$ cat config.mk
export PLATFORM = sky130hd
export DESIGN_NAME = dag_core
export DESIGN_NICKNAME = d
export VERILOG_FILES = /design/src/dag_pkg.sv /design/src/dag_win_if.sv /design/src/dag_core.sv /design/src/dag_win_decode.sv
export SDC_FILE = /design/constraint.sdc
export NUM_CORES = 1
export LEC_CHECK = 0
export ABC_AREA = 1
export BUFFER_PORTS_ARGS = -buffer_cell sky130_fd_sc_hd__buf_2
export CAP_MARGIN = 40
export CELL_PAD_IN_SITES_DETAIL_PLACEMENT = 1
export CELL_PAD_IN_SITES_GLOBAL_PLACEMENT = 1
export CORE_MARGIN = 3
export CORE_UTILIZATION = 30
export CTS_BUF_LIST = sky130_fd_sc_hd__clkbuf_16
export CTS_CLUSTER_SIZE = 10
export DETAILED_ROUTE_END_ITERATION = 8
export HOLD_SLACK_MARGIN = 0.08
export PLACE_DENSITY = 0.67
export REMOVE_ABC_BUFFERS = 1
export SLEW_MARGIN = 15
export SYNTH_ARGS = -nofsm -noshare
export SYNTH_HDL_FRONTEND = slang
export SYNTH_SLANG_ARGS = --single-unit
$ cat constraint.sdc
create_clock -name clock -period 4.6 [get_ports clock]
set_input_delay 0.92 -clock clock [delete_from_list [all_inputs] [get_ports clock]]
set_output_delay 0.92 -clock clock [all_outputs]
set_load 0.02 [all_outputs]
$ cat src/dag_pkg.sv
// constants and types shared by the data address generator files
package dag_pkg;

  // program side
  localparam int          PC_W          = 21;
  localparam int          PM_BYTES_DEF  = 16384;
  localparam logic [20:0] PC_STEP       = 21'h000002;
  localparam logic [20:0] VEC_RESET     = 21'h000000;
  localparam logic [20:0] VEC_HIGH      = 21'h000008;
  localparam logic [20:0] VEC_LOW       = 21'h000018;
  localparam logic [15:0] FETCH_NOP     = 16'h0000;

  // data side
  localparam int          DA_W          = 12;
  localparam logic [7:0]  FA_INDEX_MAX  = 8'h5f;
  localparam logic [7:0]  FA_ACC_SPLIT  = 8'h80;
  localparam logic [3:0]  ACC_HI_BANK   = 4'hf;
  localparam logic [3:0]  ACC_LO_BANK   = 4'h0;
  localparam logic [7:0]  NULL_READ     = 8'h00;

  // special-function addresses of the pointer windows and registers, one entry per pointer for the windows and pointer halves
  localparam logic [11:0] WIN_PLAIN_ADDR [3] = '{12'hfef, 12'hfe7, 12'hfdf};
  localparam logic [11:0] WIN_PDEC_ADDR  [3] = '{12'hfed, 12'hfe5, 12'hfdd};
  localparam logic [11:0] WIN_PACC_ADDR  [3] = '{12'hfeb, 12'hfe3, 12'hfdb};
  localparam logic [11:0] PTR_LO_ADDR    [3] = '{12'hfe9, 12'hfe1, 12'hfd9};
  localparam logic [11:0] PTR_HI_ADDR    [3] = '{12'hfea, 12'hfe2, 12'hfda};
  localparam logic [11:0] ACC_ADDR           = 12'hfe8;
  localparam logic [11:0] BANK_ADDR          = 12'hfe0;
  localparam logic [1:0]  THIRD_PTR          = 2'h2;

  // software register map, byte addresses
  localparam int          AXI_AW        = 8;
  localparam logic [7:0]  REG_CTRL      = 8'h00;
  localparam logic [7:0]  REG_PTR0      = 8'h04;
  localparam logic [7:0]  REG_PTR1      = 8'h08;
  localparam logic [7:0]  REG_PTR2      = 8'h0c;
  localparam logic [7:0]  REG_ACC       = 8'h10;
  localparam logic [7:0]  REG_BANK      = 8'h14;
  localparam logic [7:0]  REG_PC        = 8'h18;
  localparam int          CTRL_EXTENDED_ISA_SELECT    = 0;
  localparam logic        EXTENDED_ISA_SELECT_RST     = 1'b0;
  localparam logic [11:0] PTR_RST       = 12'h000;
  localparam logic [7:0]  ACC_RST       = 8'h00;
  localparam logic [3:0]  BANK_RST      = 4'h0;
  localparam logic [1:0]  RESP_OKAY     = 2'b00;
  localparam logic [1:0]  RESP_SLVERR   = 2'b10;

  typedef enum logic [1:0] {
    WIN_NONE    = 2'b00,
    WIN_PLAIN   = 2'b01,
    WIN_POSTDEC = 2'b10,
    WIN_PLUSACC = 2'b11
  } dag_win_t;

  typedef enum logic [2:0] {
    PC_HOLD   = 3'b000,
    PC_INC    = 3'b001,
    PC_LOAD   = 3'b010,
    PC_VEC_HI = 3'b011,
    PC_VEC_LO = 3'b100
  } dag_pc_cmd_t;

endpackage

$ cat src/dag_win_if.sv
// lookup carrier between the core and its window decoder
`timescale 1ns/1ps
interface dag_win_if;
  import dag_pkg::*;
  logic [11:0] addr;
  logic        hit;
  logic [1:0]  idx;
  dag_win_t    kind;
  logic        ptr_reg;
  modport dec (input addr, output hit, output idx, output kind, output ptr_reg);
  modport req (output addr, input hit, input idx, input kind, input ptr_reg);
endinterface

$ cat src/dag_core.sv
// operand address generator: program counter, pointer windows, indexed literal offset
// Summary of operation
// - program counter is 21 bits wide
// - fetch above implemented memory returns zero
// - reset starts at zero; vectors 0008h, 0018h
// - implemented program memory 16 or 32 Kbytes
// - fetch and data access on separate buses
// - plus-accumulator window adds accumulator to pointer
// - indirect read of a window returns 00h
// - indirect write of a window stores nothing; a post-decrement window still decrements its pointer
// - window write into pointer skips post-decrement
// - pointers are physical, directly readable and writable
// - indirect access to other registers works normally
// - extended addressing only when select bit set
// - first two pointers unchanged by extension
// - inherent and literal instructions unaffected
// - indexed mode needs access 0, address <= 5Fh
// - indexed target is third pointer plus offset
// - access 1 or address >= 60h stays direct
//
// Design decision made here: register access over AXI4-Lite.
`timescale 1ns/1ps
module dag_core #(
  parameter int PM_BYTES = dag_pkg::PM_BYTES_DEF
) (
  input  wire logic                       clock,
  input  wire logic                       rst_b,
  input  wire logic [dag_pkg::AXI_AW-1:0] awaddr,
  input  wire logic                       awvalid,
  output logic                            awready,
  input  wire logic [31:0]                wdata,
  input  wire logic [3:0]                 wstrb,
  input  wire logic                       wvalid,
  output logic                            wready,
  output logic [1:0]                      bresp,
  output logic                            bvalid,
  input  wire logic                       bready,
  input  wire logic [dag_pkg::AXI_AW-1:0] araddr,
  input  wire logic                       arvalid,
  output logic                            arready,
  output logic [31:0]                     rdata,
  output logic [1:0]                      rresp,
  output logic                            rvalid,
  input  wire logic                       rready,
  input  wire logic                       op_valid,
  output logic                            op_ready,
  input  wire logic [7:0]                 op_faddr,
  input  wire logic                       op_access,
  input  wire logic                       op_write,
  input  wire logic [7:0]                 op_wdata,
  output logic [7:0]                      op_rdata,
  output logic                            op_done,
  output logic [dag_pkg::DA_W-1:0]        mem_addr,
  output logic                            mem_re,
  output logic                            mem_we,
  output logic [7:0]                      mem_wdata,
  input  wire logic [7:0]                 mem_rdata,
  input  wire dag_pkg::dag_pc_cmd_t       pc_cmd,
  input  wire logic [dag_pkg::PC_W-1:0]   pc_load_addr,
  output logic [dag_pkg::PC_W-1:0]        pm_addr,
  input  wire logic [15:0]                pm_rdata,
  output logic [15:0]                     fetch_word
);
  import dag_pkg::*;

  localparam logic [PC_W:0] PM_TOP = (PC_W+1)'(PM_BYTES);

  // architectural state
  logic [11:0] ptr_r [3];
  logic [11:0] ptr_nxt [3];
  logic [7:0]  acc_r, acc_nxt;
  logic [3:0]  bank_r, bank_nxt;
  logic        extended_isa_select_r, extended_isa_select_nxt;
  logic [20:0] pc_r, pc_nxt;

  // operand stage one
  logic        s1_valid_r, s1_valid_nxt;
  logic [11:0] s1_addr_r, s1_addr_nxt;
  logic        s1_write_r, s1_write_nxt;
  logic [7:0]  s1_data_r, s1_data_nxt;
  logic        s1_null_r, s1_null_nxt;
  logic        s1_int_r, s1_int_nxt;
  logic        s1_dec_r, s1_dec_nxt;
  logic [1:0]  s1_didx_r, s1_didx_nxt;
  logic [7:0]  rd_r, rd_nxt;
  logic        done_r, done_nxt;

  // bus slave state
  logic        aw_have_r, aw_have_nxt, w_have_r, w_have_nxt;
  logic [7:0]  aw_addr_r, aw_addr_nxt;
  logic [31:0] w_data_r, w_data_nxt;
  logic [3:0]  w_strb_r, w_strb_nxt;
  logic        bvalid_r, bvalid_nxt, rvalid_r, rvalid_nxt;
  logic [1:0]  bresp_r, bresp_nxt, rresp_r, rresp_nxt;
  logic [31:0] rdata_r, rdata_nxt;

  // address resolution terms
  logic        take, idx_mode, axi_wr, is_int;
  logic [11:0] dir_addr, idx_sum, plus_sum, eff_addr, tgt_addr;
  logic [7:0]  int_rd;

  dag_win_if w_eff ();
  dag_win_if w_tgt ();
  dag_win_decode u_dec_eff (.w(w_eff));
  dag_win_decode u_dec_tgt (.w(w_tgt));

  // a second op waits one cycle so its pointer reads see the previous write
  assign op_ready = ~s1_valid_r;
  assign take     = op_valid & op_ready;

  // only file operations come through here, so other instructions never see the mode bit
  assign idx_mode = extended_isa_select_r & ~op_access & (op_faddr <= FA_INDEX_MAX);
  assign idx_sum  = ptr_r[THIRD_PTR] + {4'h0, op_faddr};
  assign plus_sum = ptr_r[w_eff.idx] + {{4{acc_r[7]}}, acc_r};

  // direct form: banked when access is 1, otherwise split access bank
  always_comb begin
    if (op_access) begin
      dir_addr = {bank_r, op_faddr};
    end else if (op_faddr < FA_ACC_SPLIT) begin
      dir_addr = {ACC_LO_BANK, op_faddr};
    end else begin
      dir_addr = {ACC_HI_BANK, op_faddr};
    end
  end

  // windows resolve through their pointer; the bank register plays no part in indexed mode
  always_comb begin
    eff_addr    = idx_mode ? idx_sum : dir_addr;
    w_eff.addr  = eff_addr;
    tgt_addr    = eff_addr;
    if (w_eff.hit) begin
      tgt_addr = (w_eff.kind == WIN_PLUSACC) ? plus_sum : ptr_r[w_eff.idx];
    end
    w_tgt.addr  = tgt_addr;
  end

  // internal registers answer on their own; every other address goes to memory space unless it is a window reached through a window
  always_comb begin
    is_int = w_tgt.ptr_reg | (tgt_addr == ACC_ADDR) | (tgt_addr == BANK_ADDR);
    int_rd = NULL_READ;
    for (int i = 0; i < 3; i++) begin
      if (tgt_addr == PTR_LO_ADDR[i]) begin
        int_rd = ptr_r[i][7:0];
      end
      if (tgt_addr == PTR_HI_ADDR[i]) begin
        int_rd = {4'h0, ptr_r[i][11:8]};
      end
    end
    if (tgt_addr == ACC_ADDR) begin
      int_rd = acc_r;
    end
    if (tgt_addr == BANK_ADDR) begin
      int_rd = {4'h0, bank_r};
    end
  end

  // stage one capture and read-data return
  always_comb begin
    s1_valid_nxt = take;
    s1_addr_nxt  = s1_addr_r;
    s1_write_nxt = s1_write_r;
    s1_data_nxt  = s1_data_r;
    s1_null_nxt  = s1_null_r;
    s1_int_nxt   = s1_int_r;
    s1_dec_nxt   = 1'b0;
    s1_didx_nxt  = s1_didx_r;
    done_nxt     = s1_valid_r;
    rd_nxt       = rd_r;
    if (take) begin
      s1_addr_nxt  = tgt_addr;
      s1_write_nxt = op_write;
      s1_data_nxt  = op_write ? op_wdata : int_rd;
      s1_null_nxt  = w_eff.hit & w_tgt.hit;
      s1_int_nxt   = is_int;
      s1_didx_nxt  = w_eff.idx;
      // storing into a pointer through a window leaves the pair as written
      s1_dec_nxt   = w_eff.hit & (w_eff.kind == WIN_POSTDEC) & ~(op_write & w_tgt.ptr_reg);
    end
    if (s1_valid_r && !s1_write_r) begin
      if (s1_null_r) begin
        rd_nxt = NULL_READ;
      end else if (s1_int_r) begin
        rd_nxt = s1_data_r;
      end else begin
        rd_nxt = mem_rdata;
      end
    end
  end

  // memory strobes come straight from stage one flops
  assign mem_addr  = s1_addr_r;
  assign mem_wdata = s1_data_r;
  assign mem_we    = s1_valid_r & s1_write_r & ~s1_null_r & ~s1_int_r;
  assign mem_re    = s1_valid_r & ~s1_write_r & ~s1_null_r & ~s1_int_r;
  assign op_rdata  = rd_r;
  assign op_done   = done_r;

  // bus write lands only while no core write is pending, so the two never collide
  assign axi_wr = aw_have_r & w_have_r & ~bvalid_r & ~s1_valid_r;

  // register file next state: core write-back first, then bus writes
  always_comb begin
    ptr_nxt   = ptr_r;
    acc_nxt   = acc_r;
    bank_nxt  = bank_r;
    extended_isa_select_nxt = extended_isa_select_r;
    if (s1_valid_r) begin
      if (s1_dec_r) begin
        ptr_nxt[s1_didx_r] = ptr_r[s1_didx_r] - 12'h001;
      end
      if (s1_write_r && s1_int_r) begin
        for (int i = 0; i < 3; i++) begin
          if (s1_addr_r == PTR_LO_ADDR[i]) begin
            ptr_nxt[i][7:0] = s1_data_r;
          end
          if (s1_addr_r == PTR_HI_ADDR[i]) begin
            ptr_nxt[i][11:8] = s1_data_r[3:0];
          end
        end
        if (s1_addr_r == ACC_ADDR) begin
          acc_nxt = s1_data_r;
        end
        if (s1_addr_r == BANK_ADDR) begin
          bank_nxt = s1_data_r[3:0];
        end
      end
    end else if (axi_wr) begin
      unique case (aw_addr_r)
        REG_CTRL: begin
          if (w_strb_r[0]) extended_isa_select_nxt = w_data_r[CTRL_EXTENDED_ISA_SELECT];
        end
        REG_PTR0, REG_PTR1, REG_PTR2: begin
          if (w_strb_r[0]) ptr_nxt[aw_addr_r[3:2] - 2'h1][7:0] = w_data_r[7:0];
          if (w_strb_r[1]) ptr_nxt[aw_addr_r[3:2] - 2'h1][11:8] = w_data_r[11:8];
        end
        REG_ACC: begin
          if (w_strb_r[0]) acc_nxt = w_data_r[7:0];
        end
        REG_BANK: begin
          if (w_strb_r[0]) bank_nxt = w_data_r[3:0];
        end
        default: ;
      endcase
    end
  end

  // bus slave: address and data taken in either order, response after both
  always_comb begin
    aw_have_nxt = aw_have_r;
    aw_addr_nxt = aw_addr_r;
    w_have_nxt  = w_have_r;
    w_data_nxt  = w_data_r;
    w_strb_nxt  = w_strb_r;
    bvalid_nxt  = bvalid_r & ~bready;
    bresp_nxt   = bresp_r;
    rvalid_nxt  = rvalid_r & ~rready;
    rresp_nxt   = rresp_r;
    rdata_nxt   = rdata_r;
    if (awvalid && awready) begin
      aw_have_nxt = 1'b1;
      aw_addr_nxt = {awaddr[7:2], 2'b00};
    end
    if (wvalid && wready) begin
      w_have_nxt = 1'b1;
      w_data_nxt = wdata;
      w_strb_nxt = wstrb;
    end
    if (axi_wr) begin
      aw_have_nxt = 1'b0;
      w_have_nxt  = 1'b0;
      bvalid_nxt  = 1'b1;
      bresp_nxt   = (aw_addr_r <= REG_BANK) ? RESP_OKAY : RESP_SLVERR;
    end
    if (arvalid && arready) begin
      rvalid_nxt = 1'b1;
      rresp_nxt  = RESP_OKAY;
      unique case ({araddr[7:2], 2'b00})
        REG_CTRL: rdata_nxt = {31'h0, extended_isa_select_r};
        REG_PTR0: rdata_nxt = {20'h0, ptr_r[0]};
        REG_PTR1: rdata_nxt = {20'h0, ptr_r[1]};
        REG_PTR2: rdata_nxt = {20'h0, ptr_r[2]};
        REG_ACC:  rdata_nxt = {24'h0, acc_r};
        REG_BANK: rdata_nxt = {28'h0, bank_r};
        REG_PC:   rdata_nxt = {11'h0, pc_r};
        default: begin
          rdata_nxt = 32'h0;
          rresp_nxt = RESP_SLVERR;
        end
      endcase
    end
  end

  assign awready = ~aw_have_r & ~bvalid_r;
  assign wready  = ~w_have_r & ~bvalid_r;
  assign bvalid  = bvalid_r;
  assign bresp   = bresp_r;
  assign arready = ~rvalid_r;
  assign rvalid  = rvalid_r;
  assign rdata   = rdata_r;
  assign rresp   = rresp_r;

  // program counter; word steps, vectors are fixed addresses
  always_comb begin
    unique case (pc_cmd)
      PC_INC:    pc_nxt = pc_r + PC_STEP;
      PC_LOAD:   pc_nxt = {pc_load_addr[20:1], 1'b0};
      PC_VEC_HI: pc_nxt = VEC_HIGH;
      PC_VEC_LO: pc_nxt = VEC_LOW;
      default:   pc_nxt = pc_r;
    endcase
  end

  // fetch runs on its own bus beside the data port
  assign pm_addr    = pc_r;
  assign fetch_word = ({1'b0, pc_r} < PM_TOP) ? pm_rdata : FETCH_NOP;

  // all state registers
  always_ff @(posedge clock or negedge rst_b) begin
    if (!rst_b) begin
      for (int i = 0; i < 3; i++) ptr_r[i] <= PTR_RST;
      acc_r      <= ACC_RST;
      bank_r     <= BANK_RST;
      extended_isa_select_r    <= EXTENDED_ISA_SELECT_RST;
      pc_r       <= VEC_RESET;
      s1_valid_r <= 1'b0;
      s1_addr_r  <= 12'h000;
      s1_write_r <= 1'b0;
      s1_data_r  <= 8'h00;
      s1_null_r  <= 1'b0;
      s1_int_r   <= 1'b0;
      s1_dec_r   <= 1'b0;
      s1_didx_r  <= 2'h0;
      rd_r       <= 8'h00;
      done_r     <= 1'b0;
      aw_have_r  <= 1'b0;
      aw_addr_r  <= 8'h00;
      w_have_r   <= 1'b0;
      w_data_r   <= 32'h0;
      w_strb_r   <= 4'h0;
      bvalid_r   <= 1'b0;
      bresp_r    <= RESP_OKAY;
      rvalid_r   <= 1'b0;
      rresp_r    <= RESP_OKAY;
      rdata_r    <= 32'h0;
    end else begin
      ptr_r      <= ptr_nxt;
      acc_r      <= acc_nxt;
      bank_r     <= bank_nxt;
      extended_isa_select_r    <= extended_isa_select_nxt;
      pc_r       <= pc_nxt;
      s1_valid_r <= s1_valid_nxt;
      s1_addr_r  <= s1_addr_nxt;
      s1_write_r <= s1_write_nxt;
      s1_data_r  <= s1_data_nxt;
      s1_null_r  <= s1_null_nxt;
      s1_int_r   <= s1_int_nxt;
      s1_dec_r   <= s1_dec_nxt;
      s1_didx_r  <= s1_didx_nxt;
      rd_r       <= rd_nxt;
      done_r     <= done_nxt;
      aw_have_r  <= aw_have_nxt;
      aw_addr_r  <= aw_addr_nxt;
      w_have_r   <= w_have_nxt;
      w_data_r   <= w_data_nxt;
      w_strb_r   <= w_strb_nxt;
      bvalid_r   <= bvalid_nxt;
      bresp_r    <= bresp_nxt;
      rvalid_r   <= rvalid_nxt;
      rresp_r    <= rresp_nxt;
      rdata_r    <= rdata_nxt;
    end
  end

  // checks on the high vector, fetch, operand timing, resolved addresses and their effects
  property p_vec_hi;
    @(posedge clock) disable iff (!rst_b) pc_cmd == PC_VEC_HI |=> pc_r == VEC_HIGH;
  endproperty
  a_vec_hi: assert property (p_vec_hi) else $error("high vector not loaded");
  property p_fetch_zero;
    @(posedge clock) disable iff (!rst_b) ({1'b0, pc_r} >= PM_TOP) |-> fetch_word == FETCH_NOP;
  endproperty
  a_fetch_zero: assert property (p_fetch_zero) else $error("fetch above memory not zero");
  property p_null_read;
    @(posedge clock) disable iff (!rst_b)
      take && w_eff.hit && w_tgt.hit && !op_write |=> ##1 op_done && op_rdata == NULL_READ;
  endproperty
  a_null_read: assert property (p_null_read) else $error("window-on-window read not zero");
  property p_null_write;
    @(posedge clock) disable iff (!rst_b)
      take && w_eff.hit && w_tgt.hit |=> !mem_we && !mem_re ##1 $stable(acc_r);
  endproperty
  a_null_write: assert property (p_null_write) else $error("window-on-window access acted");
  property p_ptr_wr;
    @(posedge clock) disable iff (!rst_b)
      take && op_write && w_eff.hit && tgt_addr == PTR_LO_ADDR[w_eff.idx]
      |=> ##1 ptr_r[$past(w_eff.idx, 2)][7:0] == $past(op_wdata, 2);
  endproperty
  a_ptr_wr: assert property (p_ptr_wr) else $error("pointer write altered");
  property p_indexed;
    @(posedge clock) disable iff (!rst_b)
      take && idx_mode && !w_eff.hit |=> s1_addr_r == $past(idx_sum);
  endproperty
  a_indexed: assert property (p_indexed) else $error("indexed target wrong");
  property p_direct;
    @(posedge clock) disable iff (!rst_b)
      take && !idx_mode && !w_eff.hit |=> s1_addr_r == $past(dir_addr);
  endproperty
  a_direct: assert property (p_direct) else $error("direct target wrong");
  property p_plusacc;
    @(posedge clock) disable iff (!rst_b)
      take && w_eff.hit && w_eff.kind == WIN_PLUSACC |=> s1_addr_r == $past(plus_sum);
  endproperty
  a_plusacc: assert property (p_plusacc) else $error("plus-accumulator target wrong");
  property p_op_timing;
    @(posedge clock) disable iff (!rst_b) take |=> !op_ready ##1 op_done && op_ready;
  endproperty
  a_op_timing: assert property (p_op_timing) else $error("operand timing broken");

endmodule

$ cat src/dag_win_decode.sv
// classifies a data address as a pointer window or a pointer register
`timescale 1ns/1ps
module dag_win_decode (
  dag_win_if.dec w
);
  import dag_pkg::*;

  // five compares per pointer; a miss leaves everything cleared
  always_comb begin
    w.hit     = 1'b0;
    w.idx     = 2'h0;
    w.kind    = WIN_NONE;
    w.ptr_reg = 1'b0;
    for (int i = 0; i < 3; i++) begin
      if (w.addr == WIN_PLAIN_ADDR[i]) begin
        w.hit  = 1'b1;
        w.idx  = 2'(i);
        w.kind = WIN_PLAIN;
      end
      if (w.addr == WIN_PDEC_ADDR[i]) begin
        w.hit  = 1'b1;
        w.idx  = 2'(i);
        w.kind = WIN_POSTDEC;
      end
      if (w.addr == WIN_PACC_ADDR[i]) begin
        w.hit  = 1'b1;
        w.idx  = 2'(i);
        w.kind = WIN_PLUSACC;
      end
      if ((w.addr == PTR_LO_ADDR[i]) || (w.addr == PTR_HI_ADDR[i])) begin
        w.ptr_reg = 1'b1;
      end
    end
  end

endmodule

==> results.md, run 1 <==
- Status: finished, violations left
- Failing checks: negative setup slack
- P&R area growth vs syn: 40.0%
- Worst hold path class: in -> async
- Post-synthesis register bit count: about 150
- CP Capture Type: flip-flop
- Fin area: ~16000 sq um
- Seq/Total Area, Yosys: 0.326
- Post-route antenna net violation count: 0
- Vias in the first global route: 14200
- CTS clock-pin slew for the worst setup and hold paths: 0.08 ns
- CTS Buf Count: 17
- Vias per cell: 5.29
- Post-synth top cells: 374 x nand2_1, 240 x inv_1, 200 x nor2_1
- Async SR Flop Fraction: 1.00
- DR WL/cell: 22.4 um
- Clock Root Buffer: clkbuf_16
- DR vias: 14100
- Syn avg cell area: 6.75 sq um
- Placed insts: 2585
- Final HPWL DP: about 46 mm
- Crit-path slowest cell: fa_2
- Final Setup Violations: 14
- Drc violations: 0
- Critical Path RT: approximately 5.0 ns
- Synth area leader: dfrtp_1
- GRT overflow: 0
- Crit Path Category: in -> reg
- Final slew viol count: 0
- CTS H-tree lvls: 4
- Hold buffer count at cts: 0
- Pleak: about 0.0084 uW
- Port bufs: 194
- Post-Layout Cell Count: around 2700
- Unique cell type count in the Yosys netlist: between 50 and 60
- DP Area: between 10000 and 15000 sq um
- Fmax achieved: ~0.18 GHz
- Setup ws final: -0.998 ns
- I/O pin cnt: approximately 240
- Yosys top cell area share: 0.326
- Worst-Margin Slew: ~0.85 ns
- Detailed Route WL: approximately 60 mm
- Clock buffer depth: 2
- Core Area: 38000 sq um
- CTS tree: done
- Max cap viols: 0
- Die Height: about 200 um
- Period utilization: 1.22
- First-pass GRT wire length: approximately 90 mm
- RSZ-0062 raised after global routing: true
- Setup TNS: -10.15 ns
- Filler Cell Count: between 4000 and 5000
- Critical path launch point type: input port
- Post-Route Skew: 0.0204 ns
- Post-Syn Instances: about 1700
- Crit path largest cell delay: 0.40 ns
- GR Util All Layers: 0.280
- Top_reg_cell synth: dfrtp_1
- YS warnings: 0
- Slew headroom: 0.428
- Arrival @ worst endpoint: about 6.0 ns
- Area of the die: between 40000 and 50000 sq um
- Clock latency on the worst-skew pair: approximately 0.47 ns
- Post-synth EDFFs: 0
- Cell area after synthesis: about 12000 sq um
- Worst path most repeated cell: nand2_1
- RePlAce Congestion: between 1 and 1.5
- VDD IR max: 0.363 mV
- Initial antenna violation count: 1
- Top fanout value on the critical path: 4
- Final Net Count: ~2300
- DRT iter0 DRCs: ~1100
- Cell area power density: around 520 nW/um^2
- Fin. Hold Viols: 0
- Clock sinks: 152
- Share of cells above drive strength 1: 0.325
- Starting Density: 0.307
- Largest net degree at the start of global routing: 85
- Die X-Extent: between 200 and 250 um
- Most frequent cell after synthesis: nand2_1
- Drt first pass iters: 5
- Ranking of synthesized cells by area: dfrtp_1 33%, nand2_1 12%, inv_1 7.7%, o21ai_0 7.0%, nor2_1 6.4%
- Num rows: 71
- Crit path time final: 5.60 ns
==> cells by family after synthesis <==
| family | share of synthesized area |
|---|---|
| muxes | 0.0212 |
| other | 0.000321 |
| xor gates and xnor gates | 0.0135 |
| and+or+nand+nor | 0.294 |
| AOI/OAI and AO/OA | 0.209 |
| buffers and inverters | 0.111 |
| DFF | 0.326 |
| adders and majority gates | 0.0259 |
==> worst paths after layout <==
check | startpoint | endpoint | slack (ns) | cells past startpoint
setup / recovery | op_faddr[0] | mem_wdata[1]$_DFFE_PN0P_ | -1.0 | 48
hold / removal | rst_b | w_data_r[11]$_DFFE_PN0P_ | 0.48 | 1
setup reg to reg | ptr_r[0]$_DFFE_PN0P_ | mem_wdata[1]$_DFFE_PN0P_ | -0.94 | 47
hold reg to reg | rdata[11]$_DFFE_PN0P_ | rdata[11]$_DFFE_PN0P_ | 0.49 | 2
max in group asynchronous | rst_b | mem_wdata[3]$_DFFE_PN0P_ | 3.17 | 2
min in group clock | rdata[11]$_DFFE_PN0P_ | rdata[11]$_DFFE_PN0P_ | 0.49 | 2
==> stage by stage <==
stage          power, uW  hold slack [ns]  utilization  worst slack (ns)
6_report            8580            0.479        0.430            -0.998
5_1_grt             9030            0.509        0.430             -1.37
4_1_cts             8290            0.487        0.419            -0.694
3_5_place_dp        6440            0.468        0.383             -1.78
3_3_place_gp        6380            0.462        0.382             -1.57
2_1_floorplan       4260            0.453            -             -1.07
==> where the power goes <==
group	switching [uW]	internal, uW
combinational	2920	1830
sequential	610	1740
clock	746	727
==> flip-flops by register name, summed over array words and instances, names as in the netlist, 2 cells and up <==
name,cells
ptr_r,36
rdata,21
pm_addr,20
mem_addr,12
w_data_r,12
acc_r,8
mem_wdata,8
op_rdata,8
aw_addr_r,6
bank_r,4
s1_didx_r,2
w_strb_r,2
==> layout make-up <==
class,instances,area (sq um),share of cell area
Multi-Input combinational cell,1274,7410,0.453
Sequential cell,152,3800,0.233
Timing Repair Buffer,436,2920,0.179
Inverter,261,985,0.0602
Tap cell,511,639,0.0391
Clock buffer,17,425,0.0260
Clock inverter,15,160,0.00979
Antenna cell,2,5.00,0.000306
==> cell usage in the layout, fill, tap and decap left out, drive strengths merged, types with 3 or more instances in the layout <==
cell type,Yosys,routed
buf,24,436
nand2,387,387
inv,255,263
nor2,217,217
o21ai,174,175
dfrtp,152,152
nand3,133,134
a21oi,93,93
a22oi,49,49
o22ai,36,36
ha,21,21
clkbuf,34,17
nor3,17,17
nand4,16,16
mux2,14,14
conb,1,14
o31ai,13,13
o211ai,13,13
xor2,11,11
clkinv,6,10
mux2i,9,9
xnor2,7,7
nor4,6,6
o2111ai,6,6
a221oi,5,5
a211oi,5,5
o21bai,4,4
or2,4,4
o21a,3,3
o32ai,3,3
clkinvlp,0,3
==> worst max-delay path: cells and delay by family <==
family / cells / cell delay [ns]
fa+ha+maj: 3 / 0.75
xor+xnor: 1 / 0.14
compound gates: 1 / 0.09
buf+inv: 9 / 0.86
simple gates: 34 / 3.21
==> what timing repair did <==
| item | CTS | global route |
|---|---|---|
| cloned | 2 | 0 |
| buffers inserted | 26 | 24 |
| pin swaps | 41 | 47 |
| endpoints found under the setup margin | 17 | 18 |
| resized for setup | 139 | 67 |
==> metal layers <==
metal  wire (um)  GRT usage  vias to the layer above
met1       26400      0.383                     7018
li1            -          -                     6550
met4        1990     0.0927                        0
met5           0          0                        -
met2       28000      0.454                      460
met3        3370     0.0410                       99
Power figures use the tool's default switching activity.
==> run 2, diff against run 1 <==
Settings changed: PLACE_DENSITY 0.67 to default, PLACE_DENSITY_LB_ADDON from default to 0.05.
==> results.md, run 2 (synthesis gave the netlist of run 1 again) <==
- Largest Register: ptr_r
- Failing checks: negative setup slack
- RSZ-0062 raised after global routing: true
- Starting Density: 0.307
- Power after layout: about 8600 uW
- Vias per cell: roughly 5.2
- DRT iter0 DRCs: approximately 1100
- Drt first pass iters: 5
- DP Area: 14500 sq um
- Pleak: between 0.008 and 0.009 uW
- Final slew viol count: 0
- Setup TNS: -9.25 ns
- CTS tree: done
- Most frequent cells in the layout: 344 x nand2_1, 227 x inv_1, 212 x buf_4
- I/O pin cnt: roughly 240
- Met1 GRT Util: 0.390
- Setup ws final: -0.890 ns
- Met2 global-route usage: 0.478
- Fin area: about 16000 sq um
- Clock buffer depth: 2
- CTS clock-pin slew for the worst setup and hold paths: 0.07 ns
- Met3 Usage GRT: 0.0326
- Arrival @ worst endpoint: roughly 5.9 ns
- GR Util All Layers: 0.286
- Crit path largest cell delay: 0.34 ns
- Filler Cell Count: a little under 5000
- Cell area power density: between 500 and 600 nW/um^2
- DR WL/cell: between 20 and 25 um
- Vias in the first global route: between 10000 and 15000
- Area of the die: ~41000 sq um
- Final Setup Violations: 14
- Share of cells above drive strength 1: 0.305
- Core Area: 38000 sq um
- Die Height: between 200 and 250 um
- CTS H-tree lvls: 4
- Crit-path slowest cell: fa_2
- Final Net Count: around 2300
- CP Capture Type: flip-flop
- Status: finished, violations left
- Max cap viols: 0
- Max reg flops: 36
- Crit path time final: between 5 and 6 ns
- Initial antenna violation count: 2
- CTS Buf Count: 17
- Commonest non-fill, non-tap cell in the layout: nand2_1
- Detailed Route WL: between 60 and 70 mm
- Top fanout value on the critical path: 7
- Die X-Extent: roughly 200 um
- Clock latency on the worst-skew pair: approximately 0.46 ns
- Setup Slack @ Placement: -1.88 ns
- Post-route antenna net violation count: 0
- Drc violations: 0
- Worst-Margin Slew: roughly 0.82 ns
- P&R area growth vs syn: 38.2%
- GRT overflow: 0
- Largest net degree at the start of global routing: 74
- Critical Path RT: 4.99 ns
- Num rows: a little over 70
- Post-Route Skew: between 0.01 and 0.015 ns
- Final core utilization: 0.425
- Clock Root Buffer: clkbuf_16
- Period utilization: 1.19
- VDD IR max: 0.285 mV
- Critical path launch point type: input port
- Worst path most repeated cell: nand2_1
- DR vias: roughly 14000
- Slew headroom: 0.445
- Fin. Hold Viols: 0
- First-pass GRT wire length: between 80 and 90 mm
- Clock sinks: roughly 150
- Port bufs: around 190
- Worst hold path class: in -> async
- Grt peak-use layer: met2
- Fmax achieved: 0.182 GHz
- Crit Path Category: in -> reg
- Final HPWL DP: around 47 mm
- Hold buffer count at cts: 0
- RePlAce Congestion: a little under 1
run 2: cell count changes in the layout (fill, tap and decap cells not counted), moves of 4 or more:
cell and change:
nor2_1 +4, buf_4 -9, nand2_1 +18, nand2_2 -16, nand3_1 +7, nand3_2 -5, inv_8 -6
run 2: worst max-delay path: cells and delay by family:
kind | cells | cell delay (ns)
and+or+nand+nor | 25 | 2.60
xor gates and xnor gates | 1 | 0.13
AOI/OAI and AO/OA | 5 | 0.68
buffers and inverters | 7 | 0.52
adders and majority gates | 4 | 1.00
run 2: where the power goes:
group	switching, uW	internal, uW	leakage [uW]
clock	666	857	0.000300
combinational	2890	1800	0.00614
sequential	620	1740	0.00188
run 2: through the flow:
step	hold WS, ns	std cells
floorplan	0.453	1685
global placement	0.462	2577
detailed placement	0.468	2581
CTS	0.261	2644
global route	0.262	2657
finish	0.275	2657
run 2: layout make-up:
type / instances / area [sq um] / share of cell area
diodes: 2 / 5.00 / 0.000310
multi-input cells: 1273 / 7260 / 0.450
repair buffers: 426 / 2850 / 0.176
inverters: 261 / 986 / 0.0611
clock buffers: 17 / 425 / 0.0263
flip-flops and latches: 152 / 3810 / 0.236
well taps: 511 / 639 / 0.0396
clock inverters: 15 / 175 / 0.0108
run 2: path summary, 6_finish.rpt:
path | startpoint | to | slack, ns | cells after the start
max | op_faddr[0] | mem_wdata[2]$_DFFE_PN0P_ | -0.89 | 42
min | rst_b | mem_addr[6]$_DFFE_PN0P_ | 0.28 | 1
max reg2reg | ptr_r[0]$_DFFE_PN0P_ | mem_wdata[2]$_DFFE_PN0P_ | -0.88 | 41
min reg2reg | rdata[5]$_DFFE_PN0P_ | rdata[5]$_DFFE_PN0P_ | 0.48 | 2
max in group asynchronous | rst_b | pm_addr[13]$_DFFE_PN0P_ | 3.34 | 3
min in group clock | rdata[5]$_DFFE_PN0P_ | rdata[5]$_DFFE_PN0P_ | 0.48 | 2
run 2: per-layer routing:
metal / wire length [um] / vias to the layer above / part of all wire
li1: - / 6521 / -
met1: 27200 / 6811 / 0.45
met2: 28500 / 380 / 0.47
met3: 2620 / 79 / 0.044
met4: 1790 / 0 / 0.030
met5: 0 / - / 0
run 2: repair_timing:
action	4_1_cts	5_1_grt
setup buffers	30	12
gates cloned	1	0
gates resized for setup	118	49
setup endpoints to repair	17	20
pin swaps	51	49
hold endpoints to repair	0	0
